$ cat config.mk
export PLATFORM = sky130hd
export DESIGN_NAME = wat_top
export DESIGN_NICKNAME = d
export VERILOG_FILES = /design/src/logic/wat_pkg.sv /design/src/logic/wat_reg_if.sv /design/src/logic/wat_ahb_slave.sv /design/src/logic/wat_trap_decode.sv /design/src/logic/wat_top.sv
export SDC_FILE = /design/constraint.sdc
export NUM_CORES = 1
export LEC_CHECK = 0
export BUFFER_PORTS_ARGS = -buffer_cell sky130_fd_sc_hd__clkbuf_2
export CAP_MARGIN = 40
export CORE_MARGIN = 5
export CORE_UTILIZATION = 45
export DETAILED_ROUTE_END_ITERATION = 8
export PLACE_DENSITY = 0.75
export SLEW_MARGIN = 20
export SYNTH_ARGS = -nofsm -noshare
export SYNTH_HDL_FRONTEND = slang
export SYNTH_SLANG_ARGS = --single-unit
$ cat constraint.sdc
create_clock -name sys_clk_i -period 5.8 [get_ports sys_clk_i]
set_input_delay 0.58 -clock sys_clk_i [delete_from_list [all_inputs] [get_ports sys_clk_i]]
set_output_delay 0.58 -clock sys_clk_i [all_outputs]
set_load 0.02 [all_outputs]
$ cat src/logic/wat_pkg.sv
package wat_pkg;
   // register indices as printed; byte address is four times the index
   localparam logic [7:0] SETUP_IDX = 8'h34;
   localparam logic [7:0] CMD_IDX = 8'h35;
   localparam logic [7:0] STATUS_IDX = 8'h36;
   localparam logic [7:0] CTRL_IDX = 8'h37;
   localparam logic [21:0] ADDR_HI_ZERO = 22'h000000;

   // setup register fields
   localparam int OUT_BIT = 0;
   localparam int TIME_LSB = 1;
   localparam int EN_BIT = 3;
   localparam int TACT_BIT = 4;
   localparam int RAMT_BIT = 5;
   localparam logic [7:0] SETUP_RST = 8'h39;
   // control register fields
   localparam int TAP_BIT = 0;
   localparam logic TAP_RST = 1'b0;

   // command codes
   localparam logic [7:0] CLEAR_CODE = 8'h4E;
   localparam logic [7:0] DISABLE_CODE = 8'hB1;
   localparam logic [7:0] TRAP_ARM_CODE = 8'hD2;

   // fetch areas, inclusive bounds
   localparam logic [15:0] SFR_LO = 16'h0000;
   localparam logic [15:0] SFR_HI = 16'h003F;
   localparam logic [15:0] RAM_LO = 16'h0040;
   localparam logic [15:0] RAM_HI = 16'h083F;
   localparam logic [15:0] DBR_LO = 16'h0F80;
   localparam logic [15:0] DBR_HI = 16'h0FFF;

   // timing
   localparam int CLK_PERIOD_NS = 40;
   localparam int RST_FC_PERIODS = 24;
   localparam int RST_TIME_NS = RST_FC_PERIODS * CLK_PERIOD_NS;
   localparam int RST_CYCLES = RST_TIME_NS / CLK_PERIOD_NS;
   localparam int RST_CNT_W = 5;
   localparam int DIV_W_DEFAULT = 23;
   localparam int FS_TAP_GAP = 8;

   localparam logic [1:0] HTRANS_NONSEQ = 2'h2;

   typedef struct packed {
      logic [19:0] zero;
      logic osc_restart;
      logic rst_active;
      logic [1:0] bin;
      logic running;
      logic ram_live;
      logic ram_stage;
      logic trap_act;
      logic en;
      logic [1:0] tsel;
      logic out_sel;
   } wat_status_t;
endpackage

$ cat src/logic/wat_reg_if.sv
`timescale 1ns/1ps
interface wat_reg_if;
   logic wr;
   logic [7:0] idx;
   logic [7:0] wdata;
   logic [31:0] status;
   logic [31:0] ctrl;

   modport bus (
      output wr,
      output idx,
      output wdata,
      input status,
      input ctrl
   );
   modport core (
      input wr,
      input idx,
      input wdata,
      output status,
      output ctrl
   );
endinterface

$ cat src/logic/wat_ahb_slave.sv
`timescale 1ns/1ps
module wat_ahb_slave (
   // clock and reset
   input wire logic clk_i,
   input wire logic rst_n_i,
   // ahb-lite slave
   input wire logic hsel_i,
   input wire logic [31:0] haddr_i,
   input wire logic [1:0] htrans_i,
   input wire logic hwrite_i,
   input wire logic hready_i,
   input wire logic [31:0] hwdata_i,
   output logic [31:0] hrdata_o,
   output logic hreadyout_o,
   output logic hresp_o,
   // register side
   wat_reg_if.bus regs
);
   import wat_pkg::*;

   typedef struct packed {
      logic ph_wr;
      logic rd_pend;
      logic ph_ok;
      logic [7:0] ph_idx;
      logic [31:0] hrdata;
   } wat_ahb_state_t;

   wat_ahb_state_t s_q, s_d;

   function automatic logic mapped(input logic [7:0] idx);
      return idx == SETUP_IDX || idx == CMD_IDX || idx == STATUS_IDX || idx == CTRL_IDX;
   endfunction

   always_comb begin
      s_d = s_q;
      s_d.ph_wr = 1'b0;
      if (s_q.rd_pend) begin
         // one wait state so a read sees a write that ended just before
         s_d.rd_pend = 1'b0;
         if (s_q.ph_ok && s_q.ph_idx == STATUS_IDX) begin
            s_d.hrdata = regs.status;
         end else if (s_q.ph_ok && s_q.ph_idx == CTRL_IDX) begin
            s_d.hrdata = regs.ctrl;
         end else begin
            s_d.hrdata = 32'h00000000;
         end
      end else if (hsel_i && hready_i && htrans_i == HTRANS_NONSEQ) begin
         s_d.ph_wr = hwrite_i;
         s_d.rd_pend = !hwrite_i;
         s_d.ph_idx = haddr_i[9:2];
         s_d.ph_ok = haddr_i[31:10] == ADDR_HI_ZERO && haddr_i[1:0] == 2'h0
                     && mapped(haddr_i[9:2]);
      end
   end

   always_ff @(posedge clk_i or negedge rst_n_i) begin
      if (!rst_n_i) begin
         s_q <= '0;
      end else begin
         s_q <= s_d;
      end
   end

   assign regs.wr = s_q.ph_wr && s_q.ph_ok;
   assign regs.idx = s_q.ph_idx;
   assign regs.wdata = hwdata_i[7:0];
   assign hrdata_o = s_q.hrdata;
   assign hreadyout_o = !s_q.rd_pend;
   assign hresp_o = 1'b0;
endmodule

$ cat src/logic/wat_trap_decode.sv
`timescale 1ns/1ps
module wat_trap_decode (
   // clock and reset
   input wire logic clk_i,
   input wire logic rst_n_i,
   // fetch
   input wire logic fetch_valid_i,
   input wire logic [15:0] fetch_addr_i,
   input wire logic ram_trap_i,
   // result
   output logic hit_o
);
   import wat_pkg::*;

   typedef struct packed {
      logic hit;
   } wat_dec_state_t;

   wat_dec_state_t s_q, s_d;

   function automatic logic in_area(input logic [15:0] a, input logic [15:0] lo,
                                    input logic [15:0] hi);
      return a >= lo && a <= hi;
   endfunction

   always_comb begin
      s_d.hit = fetch_valid_i
                && (in_area(fetch_addr_i, SFR_LO, SFR_HI)
                    || in_area(fetch_addr_i, DBR_LO, DBR_HI)
                    || (ram_trap_i && in_area(fetch_addr_i, RAM_LO, RAM_HI)));
   end

   always_ff @(posedge clk_i or negedge rst_n_i) begin
      if (!rst_n_i) begin
         s_q <= '0;
      end else begin
         s_q <= s_d;
      end
   end

   assign hit_o = s_q.hit;
endmodule

$ cat src/logic/wat_top.sv
// Behaviour
// - reset forces enable bit to 1; writing 1 also enables the watchdog
// - binary counter held cleared while the watchdog is disabled
// - action select 0: overflow raises the watchdog interrupt
// - watchdog interrupt is non-maskable, independent of the master flag
// - each new watchdog interrupt is raised at once, even while one is serviced
// - action select 1: overflow raises a reset request of 24/fc
// - reset in slow mode restarts the fast oscillator, still 24/fc long
// - ram trap select takes effect only after command D2H
// - fetch from special register or data buffer area always traps
// - watchdog and trap controls share the same two registers
// - trap action 0: trapped fetch raises the fetch trap interrupt
// - trap action 1: trapped fetch raises a reset request of 24/fc
// - fetch trap interrupt is non-maskable, independent of the master flag
// - each new fetch trap interrupt is raised at once, even during service
// - detection time select picks 2^25..2^19 fc or 2^17..2^11 fs periods
// - clear code resets only the binary counter, not the divider
// - disable code works only while the enable bit is already 0
// - counting pauses in stop, idle, sleep and warm-up, then resumes
//
// Design decisions made here: register access over AHB-Lite and the register offsets.
`timescale 1ns/1ps
module wat_top #(
   parameter int DIV_W = wat_pkg::DIV_W_DEFAULT
) (
   // clock and reset
   input wire logic sys_clk_i,
   input wire logic resetn_i,
   // ahb-lite slave
   input wire logic hsel_i,
   input wire logic [31:0] haddr_i,
   input wire logic [1:0] htrans_i,
   input wire logic hwrite_i,
   input wire logic [2:0] hsize_i,
   input wire logic hready_i,
   input wire logic [31:0] hwdata_i,
   output logic [31:0] hrdata_o,
   output logic hreadyout_o,
   output logic hresp_o,
   // cpu and clock system
   input wire logic fetch_valid_i,
   input wire logic [15:0] fetch_addr_i,
   input wire logic low_speed_mode_one_i,
   input wire logic lowclk_tick_i,
   input wire logic pause_i,
   // requests to the cpu and reset logic
   output logic watchdog_interrupt_o,
   output logic fetch_trap_interrupt_o,
   output logic reset_req_o,
   output logic hf_osc_restart_o
);
   import wat_pkg::*;

   typedef struct packed {
      logic en;
      logic [1:0] tsel;
      logic out_sel;
      logic trap_act;
      logic ram_stage;
      logic ram_live;
      logic running;
      logic tap_sel;
      logic [DIV_W-1:0] div;
      logic [1:0] bin;
      logic [RST_CNT_W-1:0] rst_cnt;
      logic rst_slow;
      logic wdt_irq;
      logic trap_irq;
   } wat_state_t;

   wat_state_t s_q, s_d;
   logic [1:0] rsync_q;
   logic rst_n;
   logic trap_hit;
   logic src_tick;
   logic qtick;
   logic fire_reset;
   wat_status_t stat;

   wat_reg_if regs ();

   // hardware reset released through two flops
   always_ff @(posedge sys_clk_i or negedge resetn_i) begin
      if (!resetn_i) begin
         rsync_q <= 2'h0;
      end else begin
         rsync_q <= {rsync_q[0], 1'b1};
      end
   end
   assign rst_n = rsync_q[1];

   wat_ahb_slave u_bus (
      .clk_i(sys_clk_i),
      .rst_n_i(rst_n),
      .hsel_i(hsel_i),
      .haddr_i(haddr_i),
      .htrans_i(htrans_i),
      .hwrite_i(hwrite_i),
      .hready_i(hready_i),
      .hwdata_i(hwdata_i),
      .hrdata_o(hrdata_o),
      .hreadyout_o(hreadyout_o),
      .hresp_o(hresp_o),
      .regs(regs.bus)
   );

   wat_trap_decode u_trap (
      .clk_i(sys_clk_i),
      .rst_n_i(rst_n),
      .fetch_valid_i(fetch_valid_i),
      .fetch_addr_i(fetch_addr_i),
      .ram_trap_i(s_q.ram_live),
      .hit_o(trap_hit)
   );

   // true when div[top:0] are all ones, i.e. the next increment carries out
   function automatic logic low_ones(input logic [DIV_W-1:0] v, input int top);
      logic r;
      r = 1'b1;
      for (int i = 0; i < DIV_W; i++) begin
         if (i <= top && !v[i]) begin
            r = 1'b0;
         end
      end
      return r;
   endfunction

   // quarter-period tap: overflow needs four of these, hence 2 bits per step
   function automatic int tap_index(input logic [1:0] tsel, input logic use_fs);
      int t;
      t = DIV_W - 1 - 2 * int'(tsel);
      if (use_fs) begin
         t = t - FS_TAP_GAP;
      end
      return t;
   endfunction

   // slow clock drives the divider in slow mode or when the tap select asks
   assign src_tick = (low_speed_mode_one_i || s_q.tap_sel) ? lowclk_tick_i : 1'b1;
   assign qtick = !pause_i && src_tick
                  && low_ones(s_q.div, tap_index(s_q.tsel, low_speed_mode_one_i || s_q.tap_sel));

   always_comb begin
      s_d = s_q;
      s_d.wdt_irq = 1'b0;
      s_d.trap_irq = 1'b0;
      fire_reset = 1'b0;

      // divider is shared and never cleared by software
      if (!pause_i && src_tick) begin
         s_d.div = s_q.div + 1'b1;
      end

      if (!s_q.running) begin
         s_d.bin = 2'h0;
      end else if (qtick) begin
         s_d.bin = s_q.bin + 2'h1;
         if (s_q.bin == 2'h3) begin
            if (s_q.out_sel) begin
               fire_reset = 1'b1;
            end else begin
               s_d.wdt_irq = 1'b1;
            end
         end
      end

      if (trap_hit) begin
         if (s_q.trap_act) begin
            fire_reset = 1'b1;
         end else begin
            s_d.trap_irq = 1'b1;
         end
      end

      // one setup register carries both watchdog and trap fields
      if (regs.wr && regs.idx == SETUP_IDX) begin
         s_d.en = regs.wdata[EN_BIT];
         if (regs.wdata[EN_BIT]) begin
            s_d.running = 1'b1;
         end
         s_d.tsel = regs.wdata[TIME_LSB +: 2];
         // interrupt action, once chosen, cannot go back to reset
         s_d.out_sel = s_q.out_sel & regs.wdata[OUT_BIT];
         s_d.trap_act = regs.wdata[TACT_BIT];
         s_d.ram_stage = regs.wdata[RAMT_BIT];
      end

      if (regs.wr && regs.idx == CMD_IDX) begin
         unique case (regs.wdata)
            CLEAR_CODE: begin
               s_d.bin = 2'h0;
            end
            DISABLE_CODE: begin
               if (!s_q.en) begin
                  s_d.running = 1'b0;
                  s_d.bin = 2'h0;
               end
            end
            TRAP_ARM_CODE: begin
               s_d.ram_live = s_q.ram_stage;
            end
            default: begin
               // leaves a tick taken this cycle in place
               s_d.bin = s_d.bin;
            end
         endcase
      end

      if (regs.wr && regs.idx == CTRL_IDX) begin
         s_d.tap_sel = regs.wdata[TAP_BIT];
      end

      // pulse length is fixed; a fresh cause restarts it
      if (fire_reset) begin
         s_d.rst_cnt = RST_CNT_W'(RST_CYCLES);
         s_d.rst_slow = low_speed_mode_one_i;
      end else if (s_q.rst_cnt != '0) begin
         s_d.rst_cnt = s_q.rst_cnt - 1'b1;
      end
   end

   always_ff @(posedge sys_clk_i or negedge rst_n) begin
      if (!rst_n) begin
         s_q <= '0;
         s_q.en <= SETUP_RST[EN_BIT];
         s_q.running <= SETUP_RST[EN_BIT];
         s_q.tsel <= SETUP_RST[TIME_LSB +: 2];
         s_q.out_sel <= SETUP_RST[OUT_BIT];
         s_q.trap_act <= SETUP_RST[TACT_BIT];
         s_q.ram_stage <= SETUP_RST[RAMT_BIT];
         s_q.ram_live <= SETUP_RST[RAMT_BIT];
         s_q.tap_sel <= TAP_RST;
      end else begin
         s_q <= s_d;
      end
   end

   // readable view of the write-only setup plus live state
   always_comb begin
      stat = '0;
      stat.out_sel = s_q.out_sel;
      stat.tsel = s_q.tsel;
      stat.en = s_q.en;
      stat.trap_act = s_q.trap_act;
      stat.ram_stage = s_q.ram_stage;
      stat.ram_live = s_q.ram_live;
      stat.running = s_q.running;
      stat.bin = s_q.bin;
      stat.rst_active = s_q.rst_cnt != '0;
      stat.osc_restart = s_q.rst_slow && s_q.rst_cnt != '0;
   end

   assign regs.status = 32'(stat);
   assign regs.ctrl = {31'h00000000, s_q.tap_sel};

   assign watchdog_interrupt_o = s_q.wdt_irq;
   assign fetch_trap_interrupt_o = s_q.trap_irq;
   assign reset_req_o = s_q.rst_cnt != '0;
   assign hf_osc_restart_o = s_q.rst_slow && s_q.rst_cnt != '0;
endmodule

**After elaboration in Yosys (flattened, before gate mapping)**

Cells that the tools add are included.

- Memory bits (read-only): 0
- Output and inout port bits: 38
- Logic and storage cells: 203
- Register bits after elaboration: 88
- Latch bits: 0
- Memories kept: 0
- Bits of input ports: 94
- Memory bits (writable): 0

- Order comparisons: 29
- Shift operators: 0
- Multipliers: 0
- $add $sub $neg: 5
- Eq/ne operators: 13
- Reductions and logical operators: 79
- Bitwise operators: 2
- Divide/modulo/power cells: 0
- Muxes and demuxes: 54

Operators with widths:

| operator | count |
|---|---|
| 5-bit by 32-bit <= comparator with 1-bit output (first input constant) | 8 |
| 6-bit by 32-bit <= comparator with 1-bit output (first input constant) | 7 |
| 4-bit by 32-bit <= comparator with 1-bit output (first input constant) | 4 |
| 8-bit by 6-bit equality test with 1-bit output (second input constant) | 8 |
| 3-bit by 32-bit <= comparator with 1-bit output (first input constant) | 2 |
| 1-bit 2-to-1 mux | 44 |
| 1-bit logical AND | 41 |
| 1-bit by 32-bit <= comparator with 1-bit output (first input constant) | 1 |
| 16-bit by 12-bit <= comparator with 1-bit output (second input constant) | 2 |
| 2-bit by 32-bit <= comparator with 1-bit output (first input constant) | 1 |
| 32-bit 2-to-1 mux | 1 |
| 1-bit logical NOT | 26 |
| 23-bit by 1-bit adder with 23-bit output (second input constant) | 1 |
| 22-bit logical NOT | 1 |
| 8-bit equality test (second input constant) | 2 |
| 16-bit by 1-bit >= comparator with 1-bit output (second input constant) | 1 |
| 16-bit by 12-bit >= comparator with 1-bit output (second input constant) | 1 |
| 16-bit by 7-bit >= comparator with 1-bit output (second input constant) | 1 |
| 16-bit by 6-bit <= comparator with 1-bit output (second input constant) | 1 |
| 12-bit 2-to-1 mux | 1 |
| 11-bit 2-to-1 mux | 1 |
| 5-bit 2-to-1 mux | 2 |
| 8-bit by 7-bit equality test with 1-bit output (second input constant) | 1 |
| 2-bit 2-to-1 mux | 4 |
| 13 further kinds | 20 |

**Logic depth before layout (Yosys ltp)**

Gate-level depths: netlist of the first run.

- Depth in word-level cells: 34
- Depth in mapped cells: 7
- Mapped depth without buffers: 7

**Modules after synthesis**

A second synthesis of the first run with hierarchy kept.

- Cell total of the unflattened synthesis: 411
- Area, all modules: 4842.1 um2

By module, submodules not included:

| module | area an instance (um2) | cells an instance | seq. area each (um2) | times used |
|---|---|---|---|---|
| wat_ahb_slave | 2572.5 | 199 | 1076.0 | 1 |
| wat_top | 2188.3 | 202 | 1108.6 | 1 |
| wat_trap_decode | 81.3 | 10 | 25.0 | 1 |

**Worst setup path after synthesis of the first run**

OpenSTA, ideal clock, no wires.

- Path type: in2reg
- Start point: in low_speed_mode_one_i
- End point: reg s_q[2] in the netlist's numbering
- Data required time: 5.675 ns
- Library setup time: 0.125 ns
- Cell stages on the path: 7
- Slack: 3.424 ns
- Data arrival time: 2.251 ns
- Path buffers: 0
- Path through: o211a_1 > inv_1 > ha_1 > xnor2_1 > o211ai_2 > o41ai_4 > mux2_4

- Word-level cells in the longest chain between the ends: 32
- Elaborated cells between the ends (all ways): 78
- Those cells by class: order compare: 23; mux: 29; reduce/logical: 26

Ends and longest elaborated chain:

| item | RTL line | RTL |
|---|---|---|
| start, declared | wat_top.sv:43 | `input wire logic low_speed_mode_one_i,` |
| 1-bit logical OR | wat_top.sv:139, wat_top.sv:141 |  |
| 32-bit 2-to-1 mux | wat_top.sv:132 | `if (use_fs) begin` |
| 1-bit by 32-bit <= comparator with 1-bit output | wat_top.sv:121 | `if (i <= top && !v[i]) begin` |
| 1-bit logical AND | wat_top.sv:121 |  |
| 1-bit 2-to-1 mux (23 in a row) | wat_top.sv:121 |  |
| 1-bit logical AND | wat_top.sv:141 | `&& low_ones(s_q.div, tap_index(s_q.tsel, low_speed_mode_one_i \|\| s_q.tap_sel));` |
| 1-bit 2-to-1 mux | wat_top.sv:156 | `end else if (qtick) begin` |
| 1-bit 2-to-1 mux | wat_top.sv:154 | `if (!s_q.running) begin` |
| 1-bit 2-to-1 mux | wat_top.sv:168 | `if (s_q.trap_act) begin` |
| 1-bit 2-to-1 mux | wat_top.sv:167 | `if (trap_hit) begin` |
| end, declared | wat_top.sv:71 | `wat_state_t s_q, s_d;` |

Several ways; a longest one is shown, not always the timed one.
A chain may end at the register's enable or synchronous reset.

**Final worst setup path of the first run**

- Start point: reg s_q[3] in the netlist's numbering
- End point: out hf_osc_restart_o

- Word-level cells in the longest chain between the ends: 2

Ends and longest elaborated chain:

| item | RTL line | RTL |
|---|---|---|
| 5-bit nonzero test | wat_top.sv:259 | `assign hf_osc_restart_o = s_q.rst_slow && s_q.rst_cnt != '0;` |
| 1-bit logical AND | wat_top.sv:259 |  |
| end, declared | wat_top.sv:50 | `output logic hf_osc_restart_o` |

No other way between the ends.

==> results of run 1 <==
-- synthesized netlist by cell type (all sizes together), types with 3 or more instances --
master  instances  area [um^2]
dfstp           6        157.7
clkbuf          3        11.26
o31ai           4        48.79
a22o           11        96.34
nand2          21        78.83
mux2           18        206.4
nand4          10        62.56
ha              4        50.05
xor2            9        78.83
nor3            7        40.04
dfrtp          62         1551
xnor2          17        148.9
and3            3        18.77
nor2           19        71.32
nand3           9        45.04
inv             8        30.03
nor4           13        81.33
buf            33        247.7
and2            3        18.77
nand2b          3        18.77
a21oi           4        20.02
-- cells by family after synthesis --
family	count (synthesis)	share of synthesized area, %
AND/OR/NAND/NOR	104	16.97
other	2	0.2215
multiplexers	18	6.088
adder cells (fa/ha/maj)	4	1.476
XOR/XNOR	26	6.716
AO/OA/AOI/OAI	36	9.594
buffers and inverters	44	8.524
flip-flops	68	50.41
-- cell usage in the layout (no fill, tap or decap), drive strengths merged, types with 9 or more instances in the layout --
cell type	instances
a22o	11
clkbuf	86
conb	22
dfrtp	62
inv	9
mux2	18
nand2	21
nand3	9
nand4	10
nor2	19
nor4	13
xnor2	17
xor2	9
-- critical path, cell delays in order (launching register included) --
cell and delay (ns):
dfrtp_1 0.38, inv_1 0.09, ha_1 0.19, or3b_1 0.37, nor2_1 0.26, inv_1 0.15, and2_1 0.20, clkbuf_2 0.15
-- state kept, by name (all words and copies together) (netlist names) --
name,count
rsync_q,2
fetch_trap_interrupt_o,1
u_bus.hrdata_o,12
u_trap.hit_o,1
u_bus.regs.idx,8
s_q,29
regs.status,10
u_bus.s_q,3
regs.ctrl,1
watchdog_interrupt_o,1
-- metrics by stage --
step                setup WS (ns)  hold WS [ns]  total power [W]  area, um^2  instances
floorplan                   3.424        0.2844        0.0007173        3466        322
global placement            3.118        0.1073        0.0007539        3725        463
global route                2.891        0.1322         0.001210        3940        481
detailed placement          3.078        0.1112        0.0007687        3730        464
finish                      3.093        0.1085         0.001149        3940        481
CTS                         3.072        0.1169         0.001160        3940        481
-- routing by layer --
layer | routed length, um | vias to the layer above
met2 | 3427 | 72
met1 | 2893 | 1169
li1 | - | 1183
met3 | 387 | 11
met5 | 0 | -
met4 | 97 | 0
-- area by class of cell --
cell class                 instances  area (um^2)
timing repair buffer              80        407.9
tap                               99        123.9
clock inverter                     7        76.32
fill                             672         3352
sequential                        68         1710
multi-input combinational        210         1468
clock buffer                       9        123.9
inverter                           8        30.03
-- power groups by stage --
stage                     combinational (W)  clock (W)  sequential, W
after floorplan                    0.000136          0       0.000581
after global placement             0.000169          0       0.000585
after detailed placement           0.000181          0       0.000588
after CTS                          0.000181   0.000399       0.000580
after global routing               0.000203   0.000419       0.000589
final                              0.000178   0.000391       0.000580
-- final timing paths --
| path | from | to | slack [ns] | cells after the start |
|---|---|---|---|---|
| setup / recovery | s_q[3]$_DFFE_PN0P_ | hf_osc_restart_o | 3.09 | 7 |
| hold / removal | rsync_q[1]$_DFF_PN0_ | u_bus.regs.idx[3]$_DFFE_PN0P_ | 0.11 | 0 |
| setup reg to reg | regs.status[2]$_DFFE_PN0P_ | s_q[2]$_DFFE_PN0P_ | 3.29 | 7 |
| hold reg to reg | rsync_q[1]$_DFF_PN0_ | u_bus.regs.idx[3]$_DFFE_PN0P_ | 0.11 | 0 |
| max in group asynchronous | rsync_q[1]$_DFF_PN0_ | s_q[20]$_DFFE_PN0P_ | 4.72 | 1 |
| min in group sys_clk_i | rsync_q[0]$_DFF_PN0_ | rsync_q[1]$_DFF_PN0_ | 0.36 | 0 |
-- what timing repair did --
item | 4_1_cts | 5_1_grt
hold endpoints to repair | 2 | 0
hold buffers | 1 | 0
gates resized for setup | 0 | 0
==> results.yml, run 1 <==
run_status:
  outcome: "finished clean"
sta:
  fmax_mhz: 369.5
  rsz0062_at_grt: "false"
  setup_tns_ns: 0
  finalCritPeriodShare_pct: 46.67
  maxSlewViolCount: 0
  relSlewSlack_pct: 50.89
  skew_ns: 0.01435
  worst_pin_slew_ns: 0.7326
  period_needed_ns: 2.707
  finalHoldViolCount: 0
  setup_viol: 0
global_routing:
  antenna_found_initial: 0
  grt_pass1_vias: 2473
  grtUsageTotal_pct: 15.00
  busiest_layer: "met2"
  grt_use_met3_pct: 3.669
  grt_pass1_wl_mm: 11.74
  grt_max_degree: 59
  grt.met1_usage_pct: 18.68
  met2_usage_pct: 25.11
  gr-total-overflow: 0
power_and_ir_drop:
  clock_power_share_pct: 34.0
  intPower_w: 0.0008193
  switching_share_pct: 28.70
  p_sw_w: 0.0003298
  pwr-share-comb_pct: 15.5
  leakage_nw: 1.907
  ir_worst_vdd_uv: 123.5
  p_per_area_mw_per_mm2: 291.7
  power_frac_seq_pct: 50.5
cts:
  cts_buffers: 9
  clk_latency_ns: 0.35
  cts_tree: "yes"
  postCtsSetupBuffers: 0
  path_clk_slew_ns: 0.08
  clock-sinks: 68
  h-tree-depth: 3
  root_buffer: "clkbuf_8"
  cts_buffer_depth: 2
synthesis:
  synth-seq-area-share_pct: 50.41
  synth_warnings: 0
  synthArstFlopShare_pct: 100.0
  synth_enable_flop_cells: 0
  synthesis.area_mm2: 0.003391
  synth_cells: 302
  ys_types: 53
  ys_ff_latch: 68
  dominantRegCellSynth: "dfrtp_1"
  synth.avg_cell_area_um2: 11.23
floorplan:
  die_w_um: 96.81
  start_util_pct: 46.50
  die_area_mm2: 0.009371
  io_pins: 132
  fp.dieH_um: 96.81
  core_mm2: 0.007292
  rows: 31
setup_path:
  start_kind: "flop"
  cp.arrival_ns: 2.13
  required_ns: 5.22
  path_max_fanout: 5
  cp-end-kind: "output port"
  critPathKind: "reg -> out"
hold_path:
  hp-class: "reg -> async"
final_layout:
  final_util_pct: 54.03
  nets: 475
  area_delta_synth_final_pct: 16.20
  final_layout_size_suffix_gt1_share_pct: 33.77
  num_antenna_cells: 0
route:
  ant_nets: 0
  drc: 0
  dr.pass1.iters: 4
  vias: 2435
  wire_per_inst_um: 14.15
  drtIter0Drc: 145
  totalWireLength_mm: 6.806
  via_per_inst: 5.062
placement:
  hpwlAfterDp_mm: 5.315
  place.gp.congestion: 0.8676
  port-buffer-count: 77
job:
  cap_viol_max_count: 0
Power figures use the tool's default switching activity.
==> run 2, diff against run 1 <==
Clock period 5.8 ns to 2.5 ns, I/O delays scaled along.
==> results.yml, run 2 (same netlist as run 1, synthesis figures left out) <==
run_status:
  outcome: "finished clean"
final_layout:
  final_layout_size_suffix_gt1_share_pct: 34.88
  mostFrequentLayoutCell: "clkbuf_2"
  area_delta_synth_final_pct: 16.86
  mostFrequentLayoutCells: "clkbuf_2, dfrtp_1, conb_1"
  final_cells: 486
  design_area_mm2: 0.003963
  max_flop_register: "s_q"
  num_antenna_cells: 0
  nets: 480
  largest_reg_flops: 29
global_routing:
  gr-total-overflow: 0
  grtUsageTotal_pct: 14.94
  grt_pass1_wl_mm: 11.66
  grt_pass1_vias: 2533
  antenna_found_initial: 0
  grt_max_degree: 57
power_and_ir_drop:
  ir_worst_vdd_uv: 257.1
  p_per_area_mw_per_mm2: 639.6
  leakage_nw: 1.926
job:
  cap_viol_max_count: 0
sta:
  fmax_mhz: 439.2
  period_needed_ns: 2.277
  setup_slack_ns: 0.2232
  finalCritPeriodShare_pct: 91.07
  setup_tns_ns: 0
  setup_viol: 0
  rsz0062_at_grt: "false"
  skew_ns: 0.009893
  relSlewSlack_pct: 50.11
  worst_pin_slew_ns: 0.7443
  finalHoldViolCount: 0
  maxSlewViolCount: 0
cts:
  cts_tree: "yes"
  postCtsSetupBuffers: 0
  cts_buffers: 9
  clk_latency_ns: 0.34
  root_buffer: "clkbuf_8"
  h-tree-depth: 3
  clock-sinks: 68
  path_clk_slew_ns: 0.08
  cts_buffer_depth: 2
floorplan:
  io_pins: 132
  die_w_um: 96.81
  rows: 31
  die_area_mm2: 0.009371
  start_util_pct: 46.50
  fp.dieH_um: 96.81
  core_mm2: 0.007292
route:
  dr.pass1.iters: 4
  ant_nets: 0
  totalWireLength_mm: 6.646
  wire_per_inst_um: 13.67
  drc: 0
  via_per_inst: 4.959
  vias: 2410
  drtIter0Drc: 88
setup_path:
  start_kind: "flop"
  reg2reg_setup_slack_ns: 0.27
  cp.arrival_ns: 2.03
  required_ns: 2.25
  cp-end-kind: "output port"
  path_max_fanout: 5
  critPathKind: "reg -> out"
  r2r_cells: 7
placement:
  dp.cells: 469
  pre_cts_slack_ns: 0.2274
  placed_cell_area_mm2: 0.003782
  hpwlAfterDp_mm: 5.194
  port-buffer-count: 77
  place.gp.congestion: 0.8689
hold_path:
  hp-class: "in -> reg"
  holdPathStages: 3
[run 2: cell types whose count changed in the layout (fill, tap and decap cells not counted)]
cell / change
buf_12: +1
buf_2: -1
buf_4: +5
bufinv_16: -1
clkinv_2: +3
clkinv_4: -1
inv_6: -1
nor2_1: -1
nor2_2: +1
[run 2: repair_timing]
action                                  in CTS  in global routing
endpoints found under the hold margin        2                  0
endpoints found under the setup margin       0                  1
gates resized for setup                      0                  1
hold buffers                                 1                  0
[run 2: area by class of cell]
class                           instances  area (um^2)
Inverter                                8        30.03
Multi-Input combinational cell        210         1470
Clock inverter                          7        43.79
Fill cell                             654         3329
Timing Repair Buffer                   85        460.4
Clock buffer                            9        123.9
Sequential cell                        68         1710
Tap cell                               99        123.9
[run 2: path summary, 6_finish.rpt]
kind,startpoint,to
worst max-delay path,s_q[3]$_DFFE_PN0P_,hf_osc_restart_o
worst min-delay path,fetch_valid_i,u_trap.hit_o$_DFF_PN0_
worst max register to register,regs.ctrl[0]$_DFFE_PN0P_,s_q[2]$_DFFE_PN0P_
worst min register to register,rsync_q[1]$_DFF_PN0_,u_trap.hit_o$_DFF_PN0_
max in group asynchronous,rsync_q[1]$_DFF_PN0_,regs.status[0]$_DFFE_PN1P_
min in group asynchronous,rsync_q[1]$_DFF_PN0_,u_trap.hit_o$_DFF_PN0_
[run 2: through the flow]
stage	total power [W]	hold WS, ns	util, %
after floorplan	0.001664	-0.04559	-
final	0.002535	0.09257	54.34
after global placement	0.001756	0.03905	51.87
after CTS	0.002568	0.07708	54.31
after detailed placement	0.001788	0.03960	51.87
after global routing	0.002688	0.09268	54.34
[run 2: per-layer routing]
layer | global-route usage [%] | vias up | wire length (um)
li1 | - | 1192 | -
met1 | 19.57 | 1134 | 2900
met2 | 23.25 | 70 | 3229
met3 | 2.734 | 14 | 336
met4 | 8.423 | 0 | 180
met5 | 0 | - | 0
[run 2: where the power goes]
group          switching, W  internal [W]  total, W
logic              0.000208      0.000210  0.000418
clock network      0.000417      0.000353  0.000771
registers          0.000113       0.00123   0.00135
total              0.000739       0.00180   0.00253
[run 2: worst max-delay path, stage by stage (launching register included)]
cell      delay (ns)
dfrtp_1         0.39
inv_1           0.09
ha_1            0.19
or3b_1          0.38
nor2_2          0.17
inv_1           0.12
and2_1          0.19
clkbuf_2        0.16
==> run 3, diff against run 2 <==
Settings changed: GPL_TIMING_DRIVEN set to 1, PLACE_DENSITY 0.75 to 0.7, SYNTH_HIERARCHICAL set to 1.
==> results.yml, run 3 <==
route:
  dr.pass1.iters: 4
  totalWireLength_mm: 9.508
  vias: 3303
  drtIter0Drc: 115
  wire_per_inst_um: 14.36
  drc: 0
  ant_nets: 0
  via_per_inst: 4.989
synthesis:
  synth.avg_cell_area_um2: 11.78
  dominantRegCellSynth: "dfrtp_1"
  synth.most_common_cell: "dfrtp_1"
  synthArstFlopShare_pct: 100.0
  synthesis.area_mm2: 0.004842
  synth_enable_flop_cells: 0
  synth-seq-area-share_pct: 45.63
  synthTopCellsByCount: "dfrtp_1, buf_4, mux2i_1, o2bb2ai_2, nand2_1"
  ys_types: 58
  synth_cells: 411
  synth_warnings: 6
  ys_ff_latch: 88
  synth_area_leader_cell: "dfrtp_1"
  synth.area.top_cells: "dfrtp_1, o2bb2ai_2, buf_4"
  yosysTopAreaCellShare_pct: 42.38
final_layout:
  area_delta_synth_final_pct: 13.72
  largest_reg_flops: 32
  mostFrequentLayoutCells: "clkbuf_2, dfrtp_1, conb_1"
  nets: 620
  num_antenna_cells: 0
  final_layout_size_suffix_gt1_share_pct: 36.12
  final_cells: 662
  mostFrequentLayoutCell: "clkbuf_2"
  fillers: 954
  final_util_pct: 52.86
cts:
  cts_buffers: 9
  cts-resized-gates: 0
  clk_latency_ns: 0.35
  cts_tree: "yes"
  h-tree-depth: 3
  path_clk_slew_ns: 0.09
  clock-sinks: 88
  cts_buffer_depth: 2
  root_buffer: "clkbuf_8"
sta:
  finalHoldViolCount: 0
  fmax_mhz: 428.7
  rsz0062_at_grt: "false"
  setup_viol: 0
  worst_pin_slew_ns: 0.8342
  skew_ns: 0.01112
  finalCritPeriodShare_pct: 93.30
  relSlewSlack_pct: 43.66
  setup_tns_ns: 0
  maxSlewViolCount: 0
  hold-worst-slack_ns: 0.05946
  period_needed_ns: 2.333
global_routing:
  grt_max_degree: 39
  antenna_found_initial: 0
  grtUsageTotal_pct: 15.34
  grt_pass1_wl_mm: 16.22
  grt_pass1_vias: 3499
  gr-total-overflow: 0
placement:
  dp.cells: 644
  place.gp.congestion: 0.8062
  hpwlAfterDp_mm: 7.200
  port-buffer-count: 97
setup_path:
  start_kind: "flop"
  reg2reg_setup_slack_ns: 0.17
  timing.rr.end: "regs.status[9]$_DFF_PN0_"
  critPathKind: "reg -> reg"
  r2r_cells: 8
  cp-end-kind: "flop"
  r2r-start: "regs.ctrl[0]$_DFFE_PN0P_"
  required_ns: 2.77
  path_max_fanout: 4
  cp.arrival_ns: 2.60
power_and_ir_drop:
  leakage_nw: 2.603
  switching_share_pct: 30.03
  pwr-share-comb_pct: 21.4
  intPower_w: 0.002428
  ir_worst_vdd_uv: 274.0
  p_per_area_mw_per_mm2: 630.1
  p_sw_w: 0.001042
  clock_power_share_pct: 27.6
  power_frac_seq_pct: 50.9
  power.total_w: 0.003470
floorplan:
  die_area_mm2: 0.01293
  io_pins: 132
  start_util_pct: 46.49
  fp.dieH_um: 113.7
  rows: 37
  die_w_um: 113.7
  core_mm2: 0.01042
hold_path:
  holdPathStages: 2
  hp-class: "in -> reg"
  hold_end: "u_bus/s_q[41]$_DFF_PN0_"
  hold_start: "hwrite_i"
run_status:
  outcome: "finished clean"
job:
  cap_viol_max_count: 0
==> run 3: cells by family (layout without fill, tap and decap cells) <==
kind of cell | Yosys count | count (layout) | synth area share [%]
xor+xnor | 26 | 26 | 4.703
fa+ha+maj | 5 | 5 | 1.292
compound gates | 60 | 60 | 13.98
other cells | 3 | 53 | 0.2325
simple gates | 109 | 109 | 12.95
buf+inv | 71 | 136 | 10.65
flops | 88 | 88 | 45.63
mux | 49 | 49 | 10.57
==> run 3: worst max-delay path by stage <==
stage | start | cells past startpoint | end | slack (ns)
after detailed placement | low_speed_mode_one_i | 9 | regs.status[9]$_DFF_PN0_ | 0.11
after global routing | regs.ctrl[0]$_DFFE_PN0P_ | 8 | regs.status[9]$_DFF_PN0_ | 0.05
final | regs.ctrl[0]$_DFFE_PN0P_ | 8 | regs.status[9]$_DFF_PN0_ | 0.17
after CTS | regs.ctrl[0]$_DFFE_PN0P_ | 8 | regs.status[9]$_DFF_PN0_ | 0.09
after floorplan | regs.ctrl[0]$_DFFE_PN0P_ | 7 | s_q[2]$_DFFE_PN0P_ | 0.10
after global placement | regs.ctrl[0]$_DFFE_PN0P_ | 7 | s_q[2]$_DFFE_PN0P_ | 0.18
==> run 3: layout make-up <==
class                           instances  area, um^2  share of cell area, %
Tap cell                              136       170.2                  3.090
Clock inverter                          5       57.56                  1.045
Sequential cell                        88        2215                  40.22
Timing Repair Buffer                  112       596.8                  10.84
Multi-Input combinational cell        302        2306                  41.88
Inverter                                8       30.03                 0.5453
Clock buffer                           11       131.4                  2.386
==> run 3: what timing repair did <==
action,4_1_cts,5_1_grt
endpoints found under the setup margin,0,2
hold buffers,1,0
endpoints found under the hold margin,2,0
buffers inserted,0,1
==> run 3: critical path, cell delays in order, from the launching register on <==
cell and delay, ns:
dfrtp_1 0.38, o211ai_1 0.29, inv_1 0.09, ha_1 0.29, xor2_1 0.20, o2111ai_1 0.19
buf_4 0.20, or4b_1 0.46, a21oi_1 0.15
==> run 3: routing by layer <==
metal	wire [um]	GRT usage, %	vias to the layer above
li1	-	-	1608
met5	0	0	-
met2	4507	25.32	80
met1	4336	19.97	1599
met3	471	2.918	16
met4	192	5.929	0
==> run 3: metrics by stage <==
stage	setup WS, ns	cell area [um^2]
3_3_place_gp	0.1821	5296
2_1_floorplan	0.1025	5031
4_1_cts	0.09008	5499
5_1_grt	0.05388	5507
6_report	0.1674	5507
3_5_place_dp	0.1074	5300
==> run 3: power groups by stage <==
stage	combinational (W)	sequential (W)	clock, W
3_5_place_dp	0.000753	0.00179	0
2_1_floorplan	0.000672	0.00175	0
3_3_place_gp	0.000724	0.00179	0
6_report	0.000744	0.00177	0.000958
5_1_grt	0.000843	0.00180	0.00103
4_1_cts	0.000755	0.00177	0.000988
